**config.mk**
```make
export PLATFORM = sky130hd
export DESIGN_NAME = phy_interrupt_enable_status
export DESIGN_NICKNAME = d
export VERILOG_FILES = /design/src/pkg/phy_irq_pkg.sv /design/src/pkg/irq_flag_if.sv /design/src/core/irq_flag_bank.sv /design/src/core/phy_interrupt_enable_status.sv
export SDC_FILE = /design/constraint.sdc
export NUM_CORES = 1
export LEC_CHECK = 0
export ABC_AREA = 0
export BUFFER_PORTS_ARGS = -buffer_cell sky130_fd_sc_hd__buf_2
export CELL_PAD_IN_SITES_DETAIL_PLACEMENT = 1
export CELL_PAD_IN_SITES_GLOBAL_PLACEMENT = 2
export CORE_ASPECT_RATIO = 0.9
export CORE_UTILIZATION = 30
export CTS_CLUSTER_DIAMETER = 40
export CTS_CLUSTER_SIZE = 8
export DETAILED_ROUTE_END_ITERATION = 7
export GPL_ROUTABILITY_DRIVEN = 0
export GPL_TIMING_DRIVEN = 0
export PLACE_DENSITY_LB_ADDON = 0.1
export RECOVER_POWER = 50
export SKIP_CTS_REPAIR_TIMING = 1
export SYNTH_ARGS = -nofsm -noshare
export SYNTH_HDL_FRONTEND = slang
export SYNTH_SLANG_ARGS = --single-unit
```
**constraint.sdc**
```tcl
create_clock -name i_clk_sys -period 2.41 [get_ports i_clk_sys]
set_clock_uncertainty 0.05 [all_clocks]
set_input_delay 0.241 -clock i_clk_sys [delete_from_list [all_inputs] [get_ports i_clk_sys]]
set_output_delay 0.241 -clock i_clk_sys [all_outputs]
set_load 0.01 [all_outputs]
```
**src/pkg/phy_irq_pkg.sv**
```systemverilog
// constants shared by the phy interrupt enable and event flag logic
package phy_irq_pkg;

    // ------------------------------------------------------------------
    // management register geometry
    // ------------------------------------------------------------------
    localparam int REG_W = 16;
    localparam int ADDR_W = 5;
    localparam logic [ADDR_W-1:0] ADDR_IRQ_MASK_REG = 5'h12;
    localparam logic [ADDR_W-1:0] ADDR_IRQ_FLAG_REG = 5'h13;

    // ------------------------------------------------------------------
    // event bit positions, identical in mask and flag registers
    // ------------------------------------------------------------------
    localparam int BIT_AUTONEG_FAULT = 15;
    localparam int BIT_RATE_CHANGE = 14;
    localparam int BIT_DUPLEX_CHANGE = 13;
    localparam int BIT_PAGE_RECEIVED = 12;
    localparam int BIT_LINK_FAIL = 11;
    localparam int BIT_LINK_UP = 10;
    localparam int BIT_WAKE_EVENT = 6;
    localparam int BIT_RATE_DOWNGRADE = 5;
    localparam int BIT_POLARITY_FLIP = 1;
    localparam int BIT_BABBLE = 0;

    // flag bits that exist; bits 9:7 and 4:2 are reserved and read zero
    localparam logic [REG_W-1:0] FLAG_IMPL_MASK = 16'hfc63;

    // ------------------------------------------------------------------
    // reset values
    // ------------------------------------------------------------------
    localparam logic [REG_W-1:0] IRQ_MASK_RESET = 16'h0000;
    localparam logic [REG_W-1:0] IRQ_FLAG_RESET = 16'h0000;
    localparam logic [REG_W-1:0] RDATA_RESET = 16'h0000;
    localparam logic [REG_W-1:0] RDATA_UNMAPPED = 16'h0000;

    // ------------------------------------------------------------------
    // management read sequencing
    // ------------------------------------------------------------------
    typedef enum logic [0:0] {
        RD_IDLE = 1'b0,
        RD_HOLD = 1'b1
    } rd_state_e;

endpackage
```
**src/pkg/irq_flag_if.sv**
```systemverilog
// carrier between the register front end and the event flag bank
`timescale 1ns/1ps
interface irq_flag_if #(parameter int W = 16);
    logic [W-1:0] event_in;
    logic [W-1:0] clear;
    logic [W-1:0] flags;

    modport bank (input event_in, input clear, output flags);
    modport ctrl (output event_in, output clear, input flags);
endinterface

```
**src/core/irq_flag_bank.sv**
```systemverilog
// sticky event flags with clear-on-read, set winning over clear
`timescale 1ns/1ps
module irq_flag_bank
    import phy_irq_pkg::*;
#(
    parameter int W = REG_W,
    parameter logic [W-1:0] IMPL = FLAG_IMPL_MASK
) (
    input wire logic i_clk_sys,
    input wire logic i_reset_n,
    irq_flag_if.bank port
);

    logic [W-1:0] flags;
    logic [W-1:0] next_flags;

    // ------------------------------------------------------------------
    // per-bit latch
    // ------------------------------------------------------------------
    generate
        for (genvar b = 0; b < W; b++) begin : g_flag
            if (IMPL[b]) begin : g_impl
                assign next_flags[b] = port.event_in[b] | (flags[b] & ~port.clear[b]);
            end else begin : g_rsvd
                assign next_flags[b] = 1'b0;
            end
        end
    endgenerate

    always_ff @(posedge i_clk_sys or negedge i_reset_n) begin
        if (!i_reset_n) begin
            flags <= IRQ_FLAG_RESET;
        end else begin
            flags <= next_flags;
        end
    end

    assign port.flags = flags;

    // ------------------------------------------------------------------
    // checks
    // ------------------------------------------------------------------
    AST_FLAG_SETS: assert property (
        @(posedge i_clk_sys) disable iff (!i_reset_n)
        (|(port.event_in & IMPL)) |=>
            ((flags & $past(port.event_in & IMPL)) == $past(port.event_in & IMPL)))
    else $error("event did not latch its flag");

    AST_FLAG_CLEARS: assert property (
        @(posedge i_clk_sys) disable iff (!i_reset_n)
        (|(port.clear & ~port.event_in)) |=>
            ((flags & $past(port.clear & ~port.event_in)) == '0))
    else $error("cleared flag without event stayed set");

    AST_SET_WINS: assert property (
        @(posedge i_clk_sys) disable iff (!i_reset_n)
        (|(port.clear & port.event_in & IMPL)) |=>
            ((flags & $past(port.clear & port.event_in & IMPL))
                == $past(port.clear & port.event_in & IMPL)))
    else $error("event lost to a simultaneous clear");

    AST_RSVD_ZERO: assert property (
        @(posedge i_clk_sys) disable iff (!i_reset_n)
        (flags & ~IMPL) == '0)
    else $error("reserved flag bit set");

endmodule

```
**src/core/phy_interrupt_enable_status.sv**
```systemverilog
// interrupt enable mask, event flags and management read path of the phy
//
// Function
// - mask bit 15 gates autoneg fault
// - mask bits 14, 13: rate, duplex change
// - mask bits 12, 11: page, link fail
// - mask bit 10 gates link up
// - mask bits 6, 5: wake, rate downgrade
// - mask bits 1, 0: polarity, babble
// - mask resets zero; reserved fields stay writable
// - flag 15 latches autoneg fault, read clears
// - flags 14, 13 latch rate, duplex change
// - flags 12, 11 latch page, link fail
// - flag 10 latches link up, read clears
// - flags 6, 5 latch wake, downgrade
// - flags 1, 0 polarity, babble; reserved zero
// - latched read captures word at start
`timescale 1ns/1ps
module phy_interrupt_enable_status
    import phy_irq_pkg::*;
(
    input wire logic i_clk_sys,
    input wire logic i_reset_n,
    input wire logic i_autoneg_fault,
    input wire logic i_rate_change,
    input wire logic i_duplex_change,
    input wire logic i_page_received,
    input wire logic i_link_fail,
    input wire logic i_link_up,
    input wire logic i_wake_event,
    input wire logic i_rate_downgrade,
    input wire logic i_polarity_flip,
    input wire logic i_babble,
    input wire logic [ADDR_W-1:0] i_mgmt_addr,
    input wire logic i_mgmt_wr,
    input wire logic [REG_W-1:0] i_mgmt_wdata,
    input wire logic i_mgmt_rd_start,
    input wire logic i_mgmt_rd_done,
    input wire logic i_read_latch_en,
    output logic [REG_W-1:0] o_mgmt_rdata,
    output logic o_irq
);

    // ------------------------------------------------------------------
    // declarations
    // ------------------------------------------------------------------
    irq_flag_if #(.W(REG_W)) flag_bus ();

    logic [REG_W-1:0] events;
    logic [REG_W-1:0] irq_mask_reg;
    logic [REG_W-1:0] next_irq_mask_reg;
    logic [REG_W-1:0] irq_flag_reg;
    rd_state_e rd_state;
    rd_state_e next_rd_state;
    logic [ADDR_W-1:0] rd_addr;
    logic [ADDR_W-1:0] next_rd_addr;
    logic rd_latched;
    logic next_rd_latched;
    logic [REG_W-1:0] next_mgmt_rdata;
    logic [REG_W-1:0] rd_clear;
    logic [REG_W-1:0] live_value;
    logic next_irq;
    logic mask_written;

    function automatic logic [REG_W-1:0] reg_value(
        input logic [ADDR_W-1:0] addr,
        input logic [REG_W-1:0] mask,
        input logic [REG_W-1:0] flags
    );
        logic [REG_W-1:0] value;
        value = RDATA_UNMAPPED;
        case (addr)
            ADDR_IRQ_MASK_REG: value = mask;
            ADDR_IRQ_FLAG_REG: value = flags;
            default: value = RDATA_UNMAPPED;
        endcase
        return value;
    endfunction

    // ------------------------------------------------------------------
    // event flag bank
    // ------------------------------------------------------------------
    irq_flag_bank #(
        .W(REG_W),
        .IMPL(FLAG_IMPL_MASK)
    ) u_flag_bank (
        .i_clk_sys(i_clk_sys),
        .i_reset_n(i_reset_n),
        .port(flag_bus.bank)
    );

    // detectors run on this clock, so their pulses enter unsynchronised
    always_comb begin
        events = IRQ_FLAG_RESET;
        events[BIT_AUTONEG_FAULT] = i_autoneg_fault;
        events[BIT_RATE_CHANGE] = i_rate_change;
        events[BIT_DUPLEX_CHANGE] = i_duplex_change;
        events[BIT_PAGE_RECEIVED] = i_page_received;
        events[BIT_LINK_FAIL] = i_link_fail;
        events[BIT_LINK_UP] = i_link_up;
        events[BIT_WAKE_EVENT] = i_wake_event;
        events[BIT_RATE_DOWNGRADE] = i_rate_downgrade;
        events[BIT_POLARITY_FLIP] = i_polarity_flip;
        events[BIT_BABBLE] = i_babble;
    end

    assign flag_bus.event_in = events;
    assign flag_bus.clear = rd_clear;
    assign irq_flag_reg = flag_bus.flags;

    // ------------------------------------------------------------------
    // enable mask register
    // ------------------------------------------------------------------
    always_comb begin
        next_irq_mask_reg = irq_mask_reg;
        // all sixteen bits writable, per-source enables
        if (i_mgmt_wr && (i_mgmt_addr == ADDR_IRQ_MASK_REG)) begin
            next_irq_mask_reg = i_mgmt_wdata;
        end
    end

    always_ff @(posedge i_clk_sys or negedge i_reset_n) begin
        if (!i_reset_n) begin
            irq_mask_reg <= IRQ_MASK_RESET;
        end else begin
            irq_mask_reg <= next_irq_mask_reg;
        end
    end

    // ------------------------------------------------------------------
    // management read path
    // ------------------------------------------------------------------
    assign live_value = reg_value(i_mgmt_addr, irq_mask_reg, irq_flag_reg);

    always_comb begin
        next_rd_state = rd_state;
        next_rd_addr = rd_addr;
        next_rd_latched = rd_latched;
        next_mgmt_rdata = o_mgmt_rdata;
        rd_clear = IRQ_FLAG_RESET;
        if (i_mgmt_rd_start) begin
            // a new start restarts any read still in progress
            next_rd_state = RD_HOLD;
            next_rd_addr = i_mgmt_addr;
            next_rd_latched = i_read_latch_en;
            next_mgmt_rdata = live_value;
            // latched word, flags cleared as captured
            if (i_read_latch_en && (i_mgmt_addr == ADDR_IRQ_FLAG_REG)) begin
                rd_clear = irq_flag_reg & FLAG_IMPL_MASK;
            end
        end else begin
            case (rd_state)
                RD_HOLD: begin
                    // unlatched reads track the register through the frame
                    if (!rd_latched) begin
                        next_mgmt_rdata = reg_value(rd_addr, irq_mask_reg, irq_flag_reg);
                    end
                    if (i_mgmt_rd_done) begin
                        next_rd_state = RD_IDLE;
                        // clear only what was shown, so later events survive
                        if (!rd_latched && (rd_addr == ADDR_IRQ_FLAG_REG)) begin
                            rd_clear = o_mgmt_rdata & FLAG_IMPL_MASK;
                        end
                    end
                end
                RD_IDLE: begin
                    next_rd_state = RD_IDLE;
                end
                default: begin
                    next_rd_state = RD_IDLE;
                end
            endcase
        end
    end

    always_ff @(posedge i_clk_sys or negedge i_reset_n) begin
        if (!i_reset_n) begin
            rd_state <= RD_IDLE;
            rd_addr <= ADDR_IRQ_MASK_REG;
            rd_latched <= 1'b0;
            o_mgmt_rdata <= RDATA_RESET;
        end else begin
            rd_state <= next_rd_state;
            rd_addr <= next_rd_addr;
            rd_latched <= next_rd_latched;
            o_mgmt_rdata <= next_mgmt_rdata;
        end
    end

    // ------------------------------------------------------------------
    // interrupt output
    // ------------------------------------------------------------------
    always_comb begin
        // any enabled flag drives the request
        next_irq = |(irq_flag_reg & irq_mask_reg);
    end

    always_ff @(posedge i_clk_sys or negedge i_reset_n) begin
        if (!i_reset_n) begin
            o_irq <= 1'b0;
        end else begin
            o_irq <= next_irq;
        end
    end

    // ------------------------------------------------------------------
    // checks
    // ------------------------------------------------------------------
    // helper: true once any write to the mask register has happened
    always_ff @(posedge i_clk_sys or negedge i_reset_n) begin
        if (!i_reset_n) begin
            mask_written <= 1'b0;
        end else if (i_mgmt_wr && (i_mgmt_addr == ADDR_IRQ_MASK_REG)) begin
            mask_written <= 1'b1;
        end
    end

    AST_MASK_RESET_ZERO: assert property (
        @(posedge i_clk_sys) disable iff (!i_reset_n)
        !mask_written |-> (irq_mask_reg == IRQ_MASK_RESET))
    else $error("mask not zero before first write");

    AST_MASK_WRITE: assert property (
        @(posedge i_clk_sys) disable iff (!i_reset_n)
        (i_mgmt_wr && (i_mgmt_addr == ADDR_IRQ_MASK_REG)) |=>
            (irq_mask_reg == $past(i_mgmt_wdata)))
    else $error("mask write not stored");

    AST_MASK_HOLD: assert property (
        @(posedge i_clk_sys) disable iff (!i_reset_n)
        !(i_mgmt_wr && (i_mgmt_addr == ADDR_IRQ_MASK_REG)) |=> $stable(irq_mask_reg))
    else $error("mask changed without write");

    AST_IRQ_FOLLOWS: assert property (
        @(posedge i_clk_sys) disable iff (!i_reset_n)
        1'b1 |=> (o_irq == $past(|(irq_flag_reg & irq_mask_reg))))
    else $error("interrupt output disagrees with enabled flags");

    AST_LATCH_CAPTURE: assert property (
        @(posedge i_clk_sys) disable iff (!i_reset_n)
        (i_mgmt_rd_start && i_read_latch_en) |=>
            (o_mgmt_rdata == $past(live_value)) ##1
            ($stable(o_mgmt_rdata) || $past(i_mgmt_rd_start)))
    else $error("latched read word not captured or not held");

    AST_READ_CLEARS: assert property (
        @(posedge i_clk_sys) disable iff (!i_reset_n)
        (i_mgmt_rd_start && i_read_latch_en && (i_mgmt_addr == ADDR_IRQ_FLAG_REG)
            && (events == IRQ_FLAG_RESET)) |=> (irq_flag_reg == IRQ_FLAG_RESET))
    else $error("flag read did not clear flags");

    AST_WRITE_FLAG_IGNORED: assert property (
        @(posedge i_clk_sys) disable iff (!i_reset_n)
        (i_mgmt_wr && (i_mgmt_addr == ADDR_IRQ_FLAG_REG) && !i_mgmt_rd_start
            && (rd_state == RD_IDLE) && (events == IRQ_FLAG_RESET)) |=> $stable(irq_flag_reg))
    else $error("write altered read-only flags");

    AST_UNMAPPED_ZERO: assert property (
        @(posedge i_clk_sys) disable iff (!i_reset_n)
        (i_mgmt_rd_start && (i_mgmt_addr != ADDR_IRQ_MASK_REG)
            && (i_mgmt_addr != ADDR_IRQ_FLAG_REG)) |=> (o_mgmt_rdata == RDATA_UNMAPPED))
    else $error("unmapped address returned data");

endmodule

```
==> results.py <==
metrics = {
    "sta": {
        "relSlewSlack_pct": 15.92,
        "report.final.slew_viol_count": 0,
        "whs_ps": 75.01,
        "fin_crit_sh_pct": 67.34,
        "max_freq_ghz": 0.6162,
        "hold_violations": 0,
        "fin_setup_tns_ps": 0,
        "tightest_slew_ps": 1261,
        "fin_crit_ps": 1623,
        "setup_viol": 0,
        "rsz0062_at_grt": "no",
        "fin_ws_ps": 787.2,
    },
    "power_and_ir_drop": {
        "leakagePower_nw": 1.313,
        "cellPowerDensity_nw_per_um2": 654.1,
        "p_total_mw": 1.696,
        "seqPwrFrac_pct": 57.1,
        "peakVddDrop_uv": 226.3,
        "p_switching_uw": 424.2,
        "switching_share_pct": 25.02,
        "p_int_mw": 1.271,
        "combPwrFrac_pct": 12.9,
        "pwr-share-clk_pct": 30.0,
    },
    "final_layout": {
        "layoutNonFillerInstCount": 295,
        "final_common_cell": "buf_2",
        "fill_cells": 753,
        "design_area_um2": 2592,
        "utilization_pct": 38.54,
        "multi_input_area_um2": 819.5,
        "area_growth_pct": 21.60,
        "layout_common_cells": "53 x buf_2, 48 x dfrtp_1, 17 x a22o_1",
        "finalNetCount": 241,
        "seqCellArea_um2": 1254,
        "drive_above_1_share_pct": 46.34,
        "antenna_cells": 0,
    },
    "synthesis": {
        "synth-seq-cells": 50,
        "yosysTopAreaCell": "dfrtp_1",
        "ys_seq_area_share_pct": 58.80,
        "ys.warnings.count": 0,
        "netlist_top_cells_area": "dfrtp_1 56%, mux2_4 7.0%, a22o_1 7.0%",
        "yosys.area_share.simple_pct": 8.157,
        "synthCells": 144,
        "synth-xor-area-share_pct": 0,
        "syn_area_um2": 2132,
        "avgSynthCellArea_um2": 14.81,
        "synth_cell_types": 24,
        "syn_nets": 181,
        "synth_top_family_by_area": "compound AO/OA/AOI/OAI gates",
        "synth_compound_area_share_pct": 18.02,
        "synth_mux_area_share_pct": 12.85,
        "synth_top_area_share_pct": 56.34,
        "synth_fa_ha_area_share_pct": 0,
    },
    "clocking": {
        "root_buffer": "clkbuf_8",
        "clockBufferDepth": 2,
        "clock_sinks": 50,
        "htreeDepth": 2,
        "cts_tree": "done",
        "cts_buffers": 5,
        "clkTransAtPathRegs_ps": 90,
        "clk_latency_ps": 300,
    },
    "routing": {
        "wl_um": 5427,
        "drt-pass1-iter-count": 4,
        "via_per_inst": 4.922,
        "vias": 1452,
        "drc": 0,
        "wire_per_inst_um": 18.40,
        "ant_nets": 0,
        "initialDrtViolationCount": 42,
    },
    "grt": {
        "grt_pass1_wl_um": 8921,
        "grt-ovfl-total": 0,
        "grt_pass1_vias": 1676,
        "track_usage_pct": 16.10,
        "grt_max_degree": 51,
        "antenna_found_initial": 0,
    },
    "flow_run": {
        "cap_violations": 0,
    },
    "placed_design": {
        "io_buffers": 53,
        "placed_cell_area_um2": 2510,
        "dp_slack_ps": 773.3,
        "dp.cells": 287,
        "place_hpwl_um": 3730,
    },
    "setup_path": {
        "critPathKind": "flop to flop",
        "critPathLaunchType": "flop",
        "path_max_fanout": 10,
        "cp-startpoint": "rd_addr[1]",
        "worst_ep_arrival_time_ps": 1770,
        "endpoint_kind": "flop",
        "timing.rr.start": "rd_addr[1]",
        "cp.required_ps": 2560,
    },
    "floorplan": {
        "num_rows": 28,
        "die_x_um": 90.86,
        "fp.dieArea_um2": 7448,
        "start_util_pct": 31.70,
        "coreArea_um2": 6726,
        "ioPinCount": 54,
        "dieHeight_um": 81.98,
    },
    "run_status": {
        "run_status": "finished, final reports clean",
    },
    "hold_path": {
        "hold_path.class": "primary input to flop",
        "min-delay-start": "i_wake_event",
    },
}
## Yosys cell counts, drive strengths merged
library cell	n
nor4b	1
and4bb	2
nand3b	1
nand2	10
inv	1
nor2	2
a21o	12
nor2b	3
a32oi	1
buf	5
mux2	21
a22o	18
and4	1
dfstp	2
a31o	10
dfrtp	48
a221oi	1
nand4	2
a22oi	3
## critical path, cell delays in order, from the launching register on
cell	delay (ps)
dfstp_1	540
and4bb_4	270
and4_1	180
buf_4	190
nand2_1	70
a31o_1	220
## power by group through the flow
stage | combinational [mW] | sequential [mW] | clock [mW]
5_1_grt | 0.242 | 0.978 | 0.567
6_report | 0.219 | 0.968 | 0.508
4_1_cts | 0.225 | 0.968 | 0.533
3_3_place_gp | 0.215 | 0.979 | 0
2_1_floorplan | 0.133 | 0.972 | 0
3_5_place_dp | 0.224 | 0.985 | 0
## metal layers
layer	global-route usage, %	share of wire [%]	wire (um)	vias up
met1	19.87	47	2537	740
met4	4.762	0.76	41	0
met3	4.074	4.6	252	4
met5	0	0	0	-
met2	28.18	48	2595	44
li1	-	-	-	664
## logic make-up (layout without fill, tap and decap cells)
family | after synthesis | in the layout
muxes | 21 | 21
AOI/OAI and AO/OA | 45 | 45
and+or+nand+nor | 22 | 22
DFF | 50 | 50
buffers and inverters | 6 | 67
## final timing paths
kind | to | depth (start not counted) | slack, ps
setup / recovery | u_flag_bank.port.flags[10] | 5 | 790
setup reg to reg | u_flag_bank.port.flags[10] | 5 | 790
hold / removal | u_flag_bank.port.flags[6] | 2 | 80
min in group asynchronous | o_mgmt_rdata[1] | 1 | 150
max in group asynchronous | rd_addr[2] | 1 | 1400
hold reg to reg | o_mgmt_rdata[7] | 1 | 450
## cell type report
cell class / instances / share of cell area, %
Clock buffer: 6 / 3.185
Tap cell: 90 / 4.344
Timing Repair Buffer: 53 / 10.23
Multi-Input combinational cell: 88 / 31.61
Buffer: 5 / 1.641
Inverter: 1 / 0.1448
Clock inverter: 2 / 0.4826
Sequential cell: 50 / 48.36
No activity file was read; power rests on OpenSTA's default activity.
